File: src/verilog/vips_defines.svh
// Offsets, field positions, reset values and sizes of the sequencer
`ifndef VIPS_DEFINES_SVH
`define VIPS_DEFINES_SVH

// ****************************************************************
// Register offsets
// ****************************************************************
`define VIPS_ADDR_W 12
`define VIPS_OFF_SVR_BASE 12'h080
`define VIPS_SVR_SEL_LSB 7
`define VIPS_OFF_NORMAL_VEC 12'h100
`define VIPS_OFF_FAST_VEC 12'h104
`define VIPS_OFF_CUR_ID 12'h108
`define VIPS_OFF_PENDING 12'h10C
`define VIPS_OFF_LINES 12'h114
`define VIPS_OFF_SET_PENDING 12'h12C
`define VIPS_OFF_END_HANDLING 12'h130
`define VIPS_OFF_SPURIOUS 12'h134

// ****************************************************************
// Source bit positions
// ****************************************************************
`define VIPS_BIT_FAST 0
`define VIPS_BIT_SOFTWARE 1
`define VIPS_BIT_SERIAL0 2
`define VIPS_BIT_SERIAL1 3
`define VIPS_BIT_TIMER0 4
`define VIPS_BIT_TIMER1 5
`define VIPS_BIT_TIMER2 6
`define VIPS_BIT_WATCHDOG 7
`define VIPS_BIT_PARALLEL_IO 8
`define VIPS_BIT_EXTERNAL0 16
`define VIPS_BIT_EXTERNAL1 17
`define VIPS_BIT_EXTERNAL2 18
`define VIPS_SRC_MASK 32'h0007_01FF
`define VIPS_NORMAL_MASK 32'h0007_01FE

// ****************************************************************
// Line status bits and reset values
// ****************************************************************
`define VIPS_LINE_FAST_BIT 0
`define VIPS_LINE_NORMAL_BIT 1
`define VIPS_SPURIOUS_RST 32'h0000_0000
`define VIPS_DATA_ZERO 32'h0000_0000

`endif

File: src/verilog/vips_if.sv
// Register access and request lines between controller and core
`timescale 1ns/1ns
interface vips_if;
	logic [11:0] bus_addr;
	logic bus_rd;
	logic bus_wr;
	logic [31:0] bus_wdata;
	logic [31:0] bus_rdata;
	logic bus_rvalid;
	logic normal_request_line;
	logic fast_request_line;

	modport dev (
		input bus_addr,
		input bus_rd,
		input bus_wr,
		input bus_wdata,
		output bus_rdata,
		output bus_rvalid,
		output normal_request_line,
		output fast_request_line
	);

	modport core (
		output bus_addr,
		output bus_rd,
		output bus_wr,
		output bus_wdata,
		input bus_rdata,
		input bus_rvalid,
		input normal_request_line,
		input fast_request_line
	);
endinterface

File: src/verilog/vips_prio_pick.sv
// Finds the pending request with the highest priority level
`timescale 1ns/1ns
module vips_prio_pick #(
	parameter int NSRC = 32,
	parameter int PRIO_W = 3
) (
	input wire logic [NSRC-1:0] req,
	input wire logic [NSRC*PRIO_W-1:0] prio,
	output logic found,
	output logic [$clog2(NSRC)-1:0] idx,
	output logic [PRIO_W-1:0] level
);
	// Scan downward so that equal levels favour the lower source number
	always_comb begin
		found = 1'b0;
		idx = '0;
		level = '0;
		for (int i = NSRC - 1; i >= 0; i--) begin
			if (req[i] && (!found || prio[i*PRIO_W +: PRIO_W] >= level)) begin
				found = 1'b1;
				idx = i[$clog2(NSRC)-1:0];
				level = prio[i*PRIO_W +: PRIO_W];
			end
		end
	end
endmodule

File: src/verilog/vips_ctrl.sv
// Controller end: vectoring, level stack and request lines
`timescale 1ns/1ns
`include "vips_defines.svh"
module vips_ctrl #(
	parameter int NSRC = 32,
	parameter int PRIO_W = 3,
	parameter int DEPTH = 2 ** PRIO_W
) (
	input wire logic clk,
	input wire logic rst_b,
	vips_if.dev link,
	input wire logic [NSRC-1:0] src_in,
	input wire logic [NSRC-1:0] src_edge,
	input wire logic [NSRC-1:0] src_enable,
	input wire logic [NSRC*PRIO_W-1:0] src_prio,
	output logic [$clog2(NSRC)-1:0] cur_id,
	output logic cur_active
);
	localparam int IW = $clog2(NSRC);
	localparam int SW = $clog2(DEPTH + 1);

	// ****************************************************************
	// State
	// ****************************************************************
	logic [NSRC-1:0] pend_reg, pend_next;
	logic [NSRC-1:0] prev_reg, prev_next;
	logic [31:0] svr_reg [NSRC];
	logic [31:0] svr_next [NSRC];
	logic [31:0] spu_reg, spu_next;
	logic [IW-1:0] cur_id_reg, cur_id_next;
	logic [PRIO_W-1:0] cur_lvl_reg, cur_lvl_next;
	logic cur_val_reg, cur_val_next;
	logic [IW-1:0] stk_id_reg [DEPTH];
	logic [IW-1:0] stk_id_next [DEPTH];
	logic [PRIO_W-1:0] stk_lvl_reg [DEPTH];
	logic [PRIO_W-1:0] stk_lvl_next [DEPTH];
	logic [SW-1:0] sp_reg, sp_next;
	logic nrm_reg, nrm_next;
	logic fst_reg, fst_next;
	logic [31:0] rdata_reg, rdata_next;
	logic rvalid_reg, rvalid_next;

	// ****************************************************************
	// Decode and priority search
	// ****************************************************************
	logic rd_nvec, rd_fvec, wr_set, wr_eoh, wr_spu, svr_hit;
	logic [IW-1:0] svr_idx;
	logic best_found;
	logic [IW-1:0] best_idx;
	logic [PRIO_W-1:0] best_lvl;
	logic [NSRC-1:0] cand;

	assign rd_nvec = link.bus_rd && link.bus_addr == `VIPS_OFF_NORMAL_VEC;
	assign rd_fvec = link.bus_rd && link.bus_addr == `VIPS_OFF_FAST_VEC;
	assign wr_set = link.bus_wr && link.bus_addr == `VIPS_OFF_SET_PENDING;
	assign wr_eoh = link.bus_wr &&
		link.bus_addr == `VIPS_OFF_END_HANDLING;
	assign wr_spu = link.bus_wr && link.bus_addr == `VIPS_OFF_SPURIOUS;
	assign svr_hit = link.bus_addr[11:`VIPS_SVR_SEL_LSB] ==
		5'(`VIPS_OFF_SVR_BASE >> `VIPS_SVR_SEL_LSB);
	assign svr_idx = link.bus_addr[IW+1:2];
	assign cand = pend_reg & src_enable & NSRC'(`VIPS_NORMAL_MASK);

	vips_prio_pick #(
		.NSRC(NSRC),
		.PRIO_W(PRIO_W)
	) u_pick (
		.req(cand),
		.prio(src_prio),
		.found(best_found),
		.idx(best_idx),
		.level(best_lvl)
	);

	// ****************************************************************
	// Next state
	// ****************************************************************
	always_comb begin
		logic [NSRC-1:0] clr;
		logic [NSRC-1:0] rise;
		clr = '0;
		rise = src_in & ~prev_reg;
		prev_next = src_in;
		cur_id_next = cur_id_reg;
		cur_lvl_next = cur_lvl_reg;
		cur_val_next = cur_val_reg;
		stk_id_next = stk_id_reg;
		stk_lvl_next = stk_lvl_reg;
		sp_next = sp_reg;
		spu_next = wr_spu ? link.bus_wdata : spu_reg;
		svr_next = svr_reg;
		if (link.bus_wr && svr_hit) begin
			svr_next[svr_idx] = link.bus_wdata;
		end
		rdata_next = `VIPS_DATA_ZERO;
		rvalid_next = link.bus_rd;
		if (rd_nvec) begin
			if (best_found) begin
				if (cur_val_reg && sp_reg < SW'(DEPTH)) begin
					stk_id_next[sp_reg[SW-2:0]] = cur_id_reg;
					stk_lvl_next[sp_reg[SW-2:0]] = cur_lvl_reg;
					sp_next = sp_reg + SW'(1);
				end
				cur_id_next = best_idx;
				cur_lvl_next = best_lvl;
				cur_val_next = 1'b1;
				clr[best_idx] = src_edge[best_idx];
				rdata_next = svr_reg[best_idx];
			end else if (cur_val_reg) begin
				rdata_next = spu_reg;
			end else begin
				rdata_next = `VIPS_DATA_ZERO;
			end
		end else if (wr_eoh) begin
			if (sp_reg != '0) begin
				cur_id_next = stk_id_reg[sp_reg[SW-2:0] - 1'b1];
				cur_lvl_next = stk_lvl_reg[sp_reg[SW-2:0] - 1'b1];
				sp_next = sp_reg - SW'(1);
			end else begin
				cur_val_next = 1'b0;
			end
		end
		if (rd_fvec) begin
			clr[`VIPS_BIT_FAST] = src_edge[`VIPS_BIT_FAST];
			rdata_next = svr_reg[`VIPS_BIT_FAST];
		end else if (link.bus_rd && svr_hit) begin
			rdata_next = svr_reg[svr_idx];
		end else if (link.bus_rd) begin
			unique case (link.bus_addr)
				`VIPS_OFF_CUR_ID: rdata_next = 32'(cur_id_reg);
				`VIPS_OFF_PENDING: rdata_next = 32'(pend_reg);
				`VIPS_OFF_SPURIOUS: rdata_next = spu_reg;
				`VIPS_OFF_LINES: begin
					rdata_next[`VIPS_LINE_FAST_BIT] = fst_reg;
					rdata_next[`VIPS_LINE_NORMAL_BIT] = nrm_reg;
				end
				default: rdata_next = rd_nvec ? rdata_next :
					`VIPS_DATA_ZERO;
			endcase
		end
		// Set wins over an automatic clear in the same cycle
		pend_next = (pend_reg & ~clr) | (rise & src_edge);
		pend_next = (pend_next & src_edge) | (src_in & ~src_edge);
		if (wr_set) begin
			pend_next = pend_next |
				(link.bus_wdata[NSRC-1:0] & NSRC'(`VIPS_SRC_MASK));
		end
		fst_next = pend_next[`VIPS_BIT_FAST] &
			src_enable[`VIPS_BIT_FAST];
		if (rd_nvec) begin
			nrm_next = 1'b0;
		end else begin
			// Covers nesting and the reassert after a pop
			nrm_next = best_found &&
				(!cur_val_next || best_lvl > cur_lvl_next);
		end
	end

	// ****************************************************************
	// Registers
	// ****************************************************************
	always_ff @(posedge clk or negedge rst_b) begin
		if (!rst_b) begin
			pend_reg <= '0;
			prev_reg <= '0;
			spu_reg <= `VIPS_SPURIOUS_RST;
			cur_id_reg <= '0;
			cur_lvl_reg <= '0;
			cur_val_reg <= 1'b0;
			sp_reg <= '0;
			nrm_reg <= 1'b0;
			fst_reg <= 1'b0;
			rdata_reg <= `VIPS_DATA_ZERO;
			rvalid_reg <= 1'b0;
			for (int i = 0; i < NSRC; i++) begin
				svr_reg[i] <= `VIPS_DATA_ZERO;
			end
			for (int i = 0; i < DEPTH; i++) begin
				stk_id_reg[i] <= '0;
				stk_lvl_reg[i] <= '0;
			end
		end else begin
			pend_reg <= pend_next;
			prev_reg <= prev_next;
			spu_reg <= spu_next;
			cur_id_reg <= cur_id_next;
			cur_lvl_reg <= cur_lvl_next;
			cur_val_reg <= cur_val_next;
			sp_reg <= sp_next;
			nrm_reg <= nrm_next;
			fst_reg <= fst_next;
			rdata_reg <= rdata_next;
			rvalid_reg <= rvalid_next;
			svr_reg <= svr_next;
			stk_id_reg <= stk_id_next;
			stk_lvl_reg <= stk_lvl_next;
		end
	end

	assign link.bus_rdata = rdata_reg;
	assign link.bus_rvalid = rvalid_reg;
	assign link.normal_request_line = nrm_reg;
	assign link.fast_request_line = fst_reg;
	assign cur_id = cur_id_reg;
	assign cur_active = cur_val_reg;
endmodule

File: src/flat_wrapper.sv
// flat-port wrapper written by rule: the top's interface ports become plain ports
module vips_ctrl_flat 
#(
	parameter int NSRC = 32,
	parameter int PRIO_W = 3,
	parameter int DEPTH = 2 ** PRIO_W
)
  (clk, rst_b, src_in, src_edge, src_enable, src_prio, cur_id, cur_active, link_bus_addr, link_bus_rd, link_bus_wr, link_bus_wdata, link_bus_rdata, link_bus_rvalid, link_normal_request_line, link_fast_request_line);
  vips_if link_i ();
  input wire logic clk;
  input wire logic rst_b;
  input wire logic [NSRC-1:0] src_in;
  input wire logic [NSRC-1:0] src_edge;
  input wire logic [NSRC-1:0] src_enable;
  input wire logic [NSRC*PRIO_W-1:0] src_prio;
  output logic [$clog2(NSRC)-1:0] cur_id;
  output logic cur_active;
  input wire logic [$bits(link_i.bus_addr)-1:0] link_bus_addr;
  input wire logic [$bits(link_i.bus_rd)-1:0] link_bus_rd;
  input wire logic [$bits(link_i.bus_wr)-1:0] link_bus_wr;
  input wire logic [$bits(link_i.bus_wdata)-1:0] link_bus_wdata;
  output wire logic [$bits(link_i.bus_rdata)-1:0] link_bus_rdata;
  output wire logic [$bits(link_i.bus_rvalid)-1:0] link_bus_rvalid;
  output wire logic [$bits(link_i.normal_request_line)-1:0] link_normal_request_line;
  output wire logic [$bits(link_i.fast_request_line)-1:0] link_fast_request_line;
  assign link_i.bus_addr = link_bus_addr;
  assign link_i.bus_rd = link_bus_rd;
  assign link_i.bus_wr = link_bus_wr;
  assign link_i.bus_wdata = link_bus_wdata;
  assign link_bus_rdata = link_i.bus_rdata;
  assign link_bus_rvalid = link_i.bus_rvalid;
  assign link_normal_request_line = link_i.normal_request_line;
  assign link_fast_request_line = link_i.fast_request_line;
  vips_ctrl #(.NSRC(NSRC), .PRIO_W(PRIO_W), .DEPTH(DEPTH)) u_core (.clk(clk), .rst_b(rst_b), .link(link_i), .src_in(src_in), .src_edge(src_edge), .src_enable(src_enable), .src_prio(src_prio), .cur_id(cur_id), .cur_active(cur_active));
endmodule
File: config.mk
export PLATFORM = sky130hd
export DESIGN_NAME = vips_ctrl_flat
export DESIGN_NICKNAME = d
export VERILOG_FILES = /design/src/verilog/vips_if.sv /design/src/verilog/vips_prio_pick.sv /design/src/verilog/vips_ctrl.sv /design/src/flat_wrapper.sv
export VERILOG_INCLUDE_DIRS = /design/src /design/src/verilog
export SDC_FILE = /design/constraint.sdc
export NUM_CORES = 2
export LEC_CHECK = 0
export BUFFER_PORTS_ARGS = -buffer_cell sky130_fd_sc_hd__buf_2
export CAP_MARGIN = 20
export CORE_ASPECT_RATIO = 1.4
export CORE_MARGIN = 5
export CORE_UTILIZATION = 25
export DETAILED_ROUTE_END_ITERATION = 12
export GPL_ROUTABILITY_DRIVEN = 0
export SLEW_MARGIN = 25
export SYNTH_ARGS = -nofsm -noshare
export SYNTH_HDL_FRONTEND = slang
export SYNTH_HIERARCHICAL = 1
export SYNTH_SLANG_ARGS = --single-unit
export TNS_END_PERCENT = 50
File: constraint.sdc
create_clock -name clk -period 15.5 [get_ports clk]
set_input_delay 0.775 -clock clk [delete_from_list [all_inputs] [get_ports clk]]
set_output_delay 0.775 -clock clk [all_outputs]
set_load 0.02 [all_outputs]
== Word level (Yosys, flattened, before mapping) ==
Index checks and enable logic that the tools add are counted.

* Add/subtract/negate cells: 3
* Order comparisons: 20
* Eq/ne operators: 11
* Muxes and demuxes: 89
* Bitwise gates (word level): 18
* Reduce and logical (&&, ||, !) cells: 50

{| class="wikitable"
|+ Operator list
! operator !! count
|-
| bitwise mux 1024 bit || 1
|-
| two-way mux 32 bit || 15
|-
| binary-select mux 32 bit (select 5 bit) || 2
|-
| bitwise AND 32 bit || 6
|-
| demux 32 bit (select 5 bit) || 1
|-
| one-hot mux 30 bit (4 select lines) || 1
|-
| == test 12 x 9 -> 1 bit, second input constant || 8
|-
| inverter 32 bit || 3
|-
| two-way mux 5 bit || 18
|-
| bitwise OR 32 bit || 2
|-
| two-way mux 3 bit || 18
|-
| bitwise mux 40 bit || 1
|-
| bitwise OR 32 x 19 -> 32 bit || 1
|-
| greater-or-equal comparator 3 bit || 10
|-
| bitwise mux 24 bit || 1
|-
| logical AND 1 bit || 22
|-
| two-way mux 4 bit || 5
|-
| bitwise AND 19 bit || 1
|-
| two-way mux 1 bit || 19
|-
| binary-select mux 5 bit (select 3 bit) || 1
|-
| demux 5 bit (select 3 bit) || 1
|-
| greater-or-equal comparator 6 bit, second input constant || 2
|-
| inverter 5 -> 6 bit || 2
|-
| zero test 1 bit || 11
|-
| other kinds (24) || 39
|}

* Bits in registers: 1,232
* Input port bits: 240
* Logic and storage cells: 250

== Depth between registers and ports, before layout ==
* Depth in word-level cells: 58
* Gate-level depth with buffers: 243
* Mapped depth without buffers: 233

== Hierarchy ==
Netlist, hierarchy kept.

{| class="wikitable"
|+ Modules (own cells, without submodules)
! module !! instances !! cells an instance !! area each (um^2)
|-
| vips_ctrl || 1 || 4,794 || 64,307.9
|-
| vips_prio_pick || 1 || 790 || 5,532.8
|}

== Worst setup path after synthesis ==
No wires, ideal clock.

* Path kind: input port to flip-flop
* Start: input port src_enable[18]
* End: register u_core.rdata_reg[18] (netlist: u_core/link.bus_rdata[18])
* Arrival time: 16,801 ps
* Required time: 15,374 ps
* Path slack: -1,427 ps
* Stages on the path: 85
* Buffers on the path: 6
* Path through: and2_1 o41ai_4 o21ai_0 ha_1 nand2b_1 and3_1 o21ai_1 o41ai_1 o31ai_2 a21o_1 ha_1 nand2b_1 o21a_1 a21oi_1 nor2b_1 a2111oi_4 o31ai_4 a22o_4 (+49 left out) nand2b_1 a21o_1 a21oi_1 o21ai_0 nand2_1 and2_1 nand4_1 nor3_1 buf_2 buf_2 nand4bb_1 buf_2 buf_1 o22ai_1 nor4_1 nand2_1 nand2_1 a31oi_1

* Longest elaborated chain between the ends: 53

{| class="wikitable"
|+ RTL lines
! element !! line !! source
|-
| start: declaration || flat_wrapper.sv:14 || <nowiki>input wire logic [NSRC-1:0] src_enable;</nowiki>
|-
| bitwise AND 19 bit * || vips_ctrl.sv:62 || <nowiki>assign cand = pend_reg & src_enable & NSRC'(`VIPS_NORMAL_MASK);</nowiki>
|-
| two-way mux 3 bit or two-way mux 1 bit (tied branches) || vips_prio_pick.sv:19 || <nowiki>if (req[i] && (!found || prio[i*PRIO_W +: PRIO_W] >= level)) begin</nowiki>
|-
| greater-or-equal comparator 3 bit or zero test 1 bit (tied branches) || vips_prio_pick.sv:19 ||
|-
| logical OR 1 bit || vips_prio_pick.sv:19 ||
|-
| logical AND 1 bit || vips_prio_pick.sv:19 ||
|-
| two-way mux 3 bit or two-way mux 1 bit (tied branches) || vips_prio_pick.sv:19 ||
|-
| greater-or-equal comparator 3 bit or zero test 1 bit (tied branches) || vips_prio_pick.sv:19 ||
|-
| logical OR 1 bit || vips_prio_pick.sv:19 ||
|-
| (+34 left out) || - ||
|-
| net u_core.best_idx[4] || vips_ctrl.sv:49 || <nowiki>logic [IW-1:0] best_idx;</nowiki>
|-
| (+4 left out) || - ||
|-
| two-way mux 32 bit * || vips_ctrl.sv:98 || <nowiki>if (best_found) begin</nowiki>
|-
| two-way mux 32 bit * || vips_ctrl.sv:97 || <nowiki>if (rd_nvec) begin</nowiki>
|-
| two-way mux 32 bit (no line) || - ||
|-
| one-hot mux 30 bit (4 select lines) || vips_ctrl.sv:129 || <nowiki>unique case (link.bus_addr)</nowiki>
|-
| two-way mux 32 bit * || vips_ctrl.sv:128 || <nowiki>end else if (link.bus_rd) begin</nowiki>
|-
| two-way mux 32 bit * || vips_ctrl.sv:126 || <nowiki>end else if (link.bus_rd && svr_hit) begin</nowiki>
|-
| two-way mux 32 bit * || vips_ctrl.sv:123 || <nowiki>if (rd_fvec) begin</nowiki>
|-
| net u_core.rdata_next[18] || vips_ctrl.sv:40 || <nowiki>logic [31:0] rdata_reg, rdata_next;</nowiki>
|-
| end signal: assignment || vips_ctrl.sv:173 || <nowiki>rdata_reg <= `VIPS_DATA_ZERO;</nowiki>
|-
| end signal: assignment || vips_ctrl.sv:192 || <nowiki>rdata_reg <= rdata_next;</nowiki>
|-
| end: declaration || vips_ctrl.sv:40 ||
|}

Mark *: on every way through the listed nets, which the timed path passes. The rest lies on a longest branch. The select of a mux whose other input is x is not followed.
A chain may end at the register's enable or synchronous reset.

== Final worst setup path ==
* Start: register u_core.pend_reg[18]
* End: register u_core.rdata_reg[0] (netlist: u_core/link.bus_rdata[0])

* Longest elaborated chain between the ends: 53

{| class="wikitable"
|+ RTL lines
! element !! line !! source
|-
| start: declaration || vips_ctrl.sv:25 || <nowiki>logic [NSRC-1:0] pend_reg, pend_next;</nowiki>
|-
| start signal: assignment || vips_ctrl.sv:183 || <nowiki>pend_reg <= pend_next;</nowiki>
|-
| bitwise AND 19 bit * || vips_ctrl.sv:62 ||
|-
| net u_core.cand[18] || vips_ctrl.sv:51 || <nowiki>logic [NSRC-1:0] cand;</nowiki>
|-
| two-way mux 3 bit or two-way mux 1 bit (tied branches) || vips_prio_pick.sv:19 ||
|-
| greater-or-equal comparator 3 bit or zero test 1 bit (tied branches) || vips_prio_pick.sv:19 ||
|-
| logical OR 1 bit || vips_prio_pick.sv:19 ||
|-
| logical AND 1 bit || vips_prio_pick.sv:19 ||
|-
| two-way mux 3 bit or two-way mux 1 bit (tied branches) || vips_prio_pick.sv:19 ||
|-
| greater-or-equal comparator 3 bit or zero test 1 bit (tied branches) || vips_prio_pick.sv:19 ||
|-
| (+35 left out) || - ||
|-
| net u_core.best_idx[3] || vips_ctrl.sv:49 ||
|-
| (+4 left out) || - ||
|-
| two-way mux 32 bit * || vips_ctrl.sv:98 ||
|-
| two-way mux 32 bit * || vips_ctrl.sv:97 ||
|-
| two-way mux 32 bit (no line) || - ||
|-
| one-hot mux 2 bit (4 select lines) || vips_ctrl.sv:129 ||
|-
| two-way mux 32 bit * || vips_ctrl.sv:128 ||
|-
| two-way mux 32 bit * || vips_ctrl.sv:126 ||
|-
| two-way mux 32 bit * || vips_ctrl.sv:123 ||
|-
| net u_core.rdata_next[0] || vips_ctrl.sv:40 ||
|}

Marked as above.

==> results.tsv <==
stage	metric	value	unit
timing	fin_setup_tns	0	ns
grt	grt_first_pass_wirelength	407	mm
synthesis	yosysTopAreaCell	dfrtp_1	
worst_setup_path	worst_path_most_repeated_cell	ha_1	
flow_run	drv_cap	0	
die	fp.dieH	635	µm
timing	slew_headroom	21.1	%
grt	grt_max_degree	182	
layout	areaGrowthSynthToFinish	23.7	%
layout	layout_common_cells	dfrtp_1 (1232), mux2_2 (1138), mux2i_1 (570)	
placement	port_buffers	260	
grt	use_met1	22.5	%
die	dieArea	0.290	mm²
timing	rsz0062_at_grt	true	
clock_tree	cts-hold-fix-buffers	0	
synthesis	syn_inst	5584	
placement	dpl.cell_count	9579	
clock_tree	cts_max_path_buffers	3	
grt	grt.met2_usage	30.5	%
placement	place_hpwl	193	mm
worst_setup_path	start_kind	flop	
timing	clock.fmax	0.0651	GHz
routing	drc	0	
timing	setup_violations	0	
synthesis	syn_area	0.0698	mm²
clock_tree	cts_buffers	111	
clock_tree	h-tree-depth	3	
worst_setup_path	cp_slowest_cell	o41a_1	
timing	worstMarginPinSlew	1.18	ns
synthesis	synth_area_leaders	dfrtp_1 (44%), mux2_2 (18%), mux4_2 (8.8%)	
routing	wl_per_cell	29.7	µm
timing	fin_crit_sh	99.1	%
routing	dr.pass1.iters	6	
layout	fillers	27858	
worst_setup_path	r2r_end	u_core/link.bus_rdata[0]	
routing	drtIter0Drc	5718	
synthesis	ys_types	128	
synthesis	ys_seq_area_share	44.1	%
grt	grt_busiest_layer	met2	
outcome	status	finished clean	
worst_setup_path	reg2reg_slack	0.15	ns
grt	globalRouteTotalUtil	19.0	%
synthesis	ys_ff_latch	1232	
routing	vias	55134	
clock_tree	clkLatencyLatePin	0.74	ns
worst_setup_path	end_kind	flop	
routing	routed_wl	297	mm
timing	hold_viol_final	0	
grt	antenna_found_initial	53	
timing	finClkSkew	0.0390	ns
worst_setup_path	criticalPathCategory	reg -> reg	
die	initial_core_util	25.1	%
clock_tree	clkTransAtPathRegs	0.07	ns
layout	largest_reg_flops	1024	
clock_tree	clock-sinks	1232	
layout	layout.nets	6491	
die	io_pins	281	
synthesis	yosys_warnings	6	
synthesis	async_reset_ff_share	100	%
layout	final_cells	9977	
worst_setup_path	critPathCapture	u_core/link.bus_rdata[0]	
grt	grt_pass1_vias	54451	
grt	grt_overflow	0	
routing	routed_via_density	5.53	
synthesis	synth_edf_count	0	
worst_setup_path	crit_path_max_incr_delay	0.49	ns
worst_setup_path	rr_worst_depth	87	
worst_setup_path	crit_fanout	8	
grt	grt_use_met3	4.76	%
timing	fin_crit	15.35	ns
clock_tree	clk_root_buffer_cell	clkbuf_16	
worst_hold_path	hold_class	in -> async	
die	rows	229	
worst_setup_path	critPathRequiredTime	16.11	ns
worst_setup_path	r2r-start	u_core/pend_reg[18]	
timing	slew_violations	0	
layout	drive_gt1_share	44.6	%
layout	layout_commonest_cell	dfrtp_1	
worst_setup_path	critPathArrivalTime	15.97	ns
die	die_w	457	µm
clock_tree	cts_tree	yes	
synthesis	synth_top_area_share	44.1	%
routing	antenna_left	0	
worst_setup_path	crit_start	u_core/pend_reg[18]	
synthesis	syn_area_per_cell	12.5	µm²
synthesis	ys.flop_type	dfrtp_1	
die	core_area	0.278	mm²
==> per-stage QoR <==
stage | utilization (%) | hold WS, ns | instance area (µm²) | setup slack, ns
after floorplan | - | 0.474 | 70800 | 0.0207
after detailed placement | 28.3 | 0.489 | 78700 | -0.733
after CTS | 29.7 | 0.125 | 82600 | -0.00518
after global routing | 31.1 | 0.147 | 86300 | -0.465
after global placement | 28.3 | 0.482 | 78600 | -0.754
final | 31.1 | 0.143 | 86400 | 0.146
==> worst min path at each step <==
| stage | endpoint | cells past startpoint | start | slack (ns) |
|---|---|---|---|---|
| 2_1_floorplan | u_core/stk_id_reg[10] | 1 | u_core/stk_id_reg[10] | 0.47 |
| 3_3_place_gp | u_core/stk_lvl_reg[15] | 1 | u_core/stk_lvl_reg[15] | 0.48 |
| 3_5_place_dp | u_core/stk_lvl_reg[20] | 1 | u_core/stk_lvl_reg[20] | 0.49 |
| 4_1_cts | u_core/prev_reg[0] | 1 | src_in[0] | 0.12 |
| 5_1_grt | u_core/prev_reg[0] | 1 | src_in[0] | 0.15 |
| 6_report | u_core/svr_reg[728] | 1 | rst_b | 0.14 |
==> per-layer routing <==
metal / part of all wire, % / routed length (µm)
met1: 36 / 107000
met2: 46 / 135000
met3: 9.5 / 28200
met4: 8.6 / 25500
met5: 0.11 / 338
==> layout make-up <==
class,count,area [µm²],share of cell area [%]
Timing Repair Buffer,838,7820,9.05
Clock inverter,35,460,0.533
Antenna cell,23,57.6,0.0666
Sequential cell,1232,30800,35.7
Clock buffer,162,3310,3.83
Inverter,81,304,0.352
Tap cell,3696,4620,5.35
Multi-Input combinational cell,3910,39000,45.1
==> logic make-up (layout without fill, tap and decap cells) <==
logic type | after synthesis | after routing | share of synthesized area, %
simple gates | 826 | 826 | 6.15
buf+inv | 545 | 1116 | 3.45
xor+xnor | 5 | 5 | 0.0627
other cells | 1 | 127 | 0.00537
fa+ha+maj | 78 | 78 | 1.40
flops | 1232 | 1232 | 44.1
compound gates | 871 | 871 | 8.79
mux | 2026 | 2026 | 36.0
==> synthesized netlist by cell type, types with 29 or more instances <==
cell type	instances
dfrtp_1	1232
mux2_2	1143
mux2i_1	608
o22ai_1	285
mux4_2	274
nand2_1	250
buf_2	221
clkbuf_1	202
nor2_1	180
a21oi_1	111
inv_1	80
o21ai_0	79
ha_1	76
nor4_1	65
a31oi_1	56
nand2b_1	54
nor3_1	54
a22oi_1	47
and2_1	39
nand3_1	33
a211oi_1	30
a21o_1	29
==> what timing repair did <==
item	4_1_cts	5_1_grt
pin swaps	1	156
resized for setup	24	321
buffers inserted	4	152
gates cloned	0	24
setup endpoints to repair	61	67
==> critical path: cells and delay by family (launching register included) <==
family                   cells  cell delay (ns)
multiplexers                 3             0.88
adder cells (fa/ha/maj)     10             2.72
AND/OR/NAND/NOR             26             3.41
flip-flops                   1             0.41
AO/OA/AOI/OAI               40             6.72
buffers and inverters        8             1.08
Power is left out: the tool's default activity adds up to more than one toggle a clock period on the data nets, which glitch-free logic cannot reach.
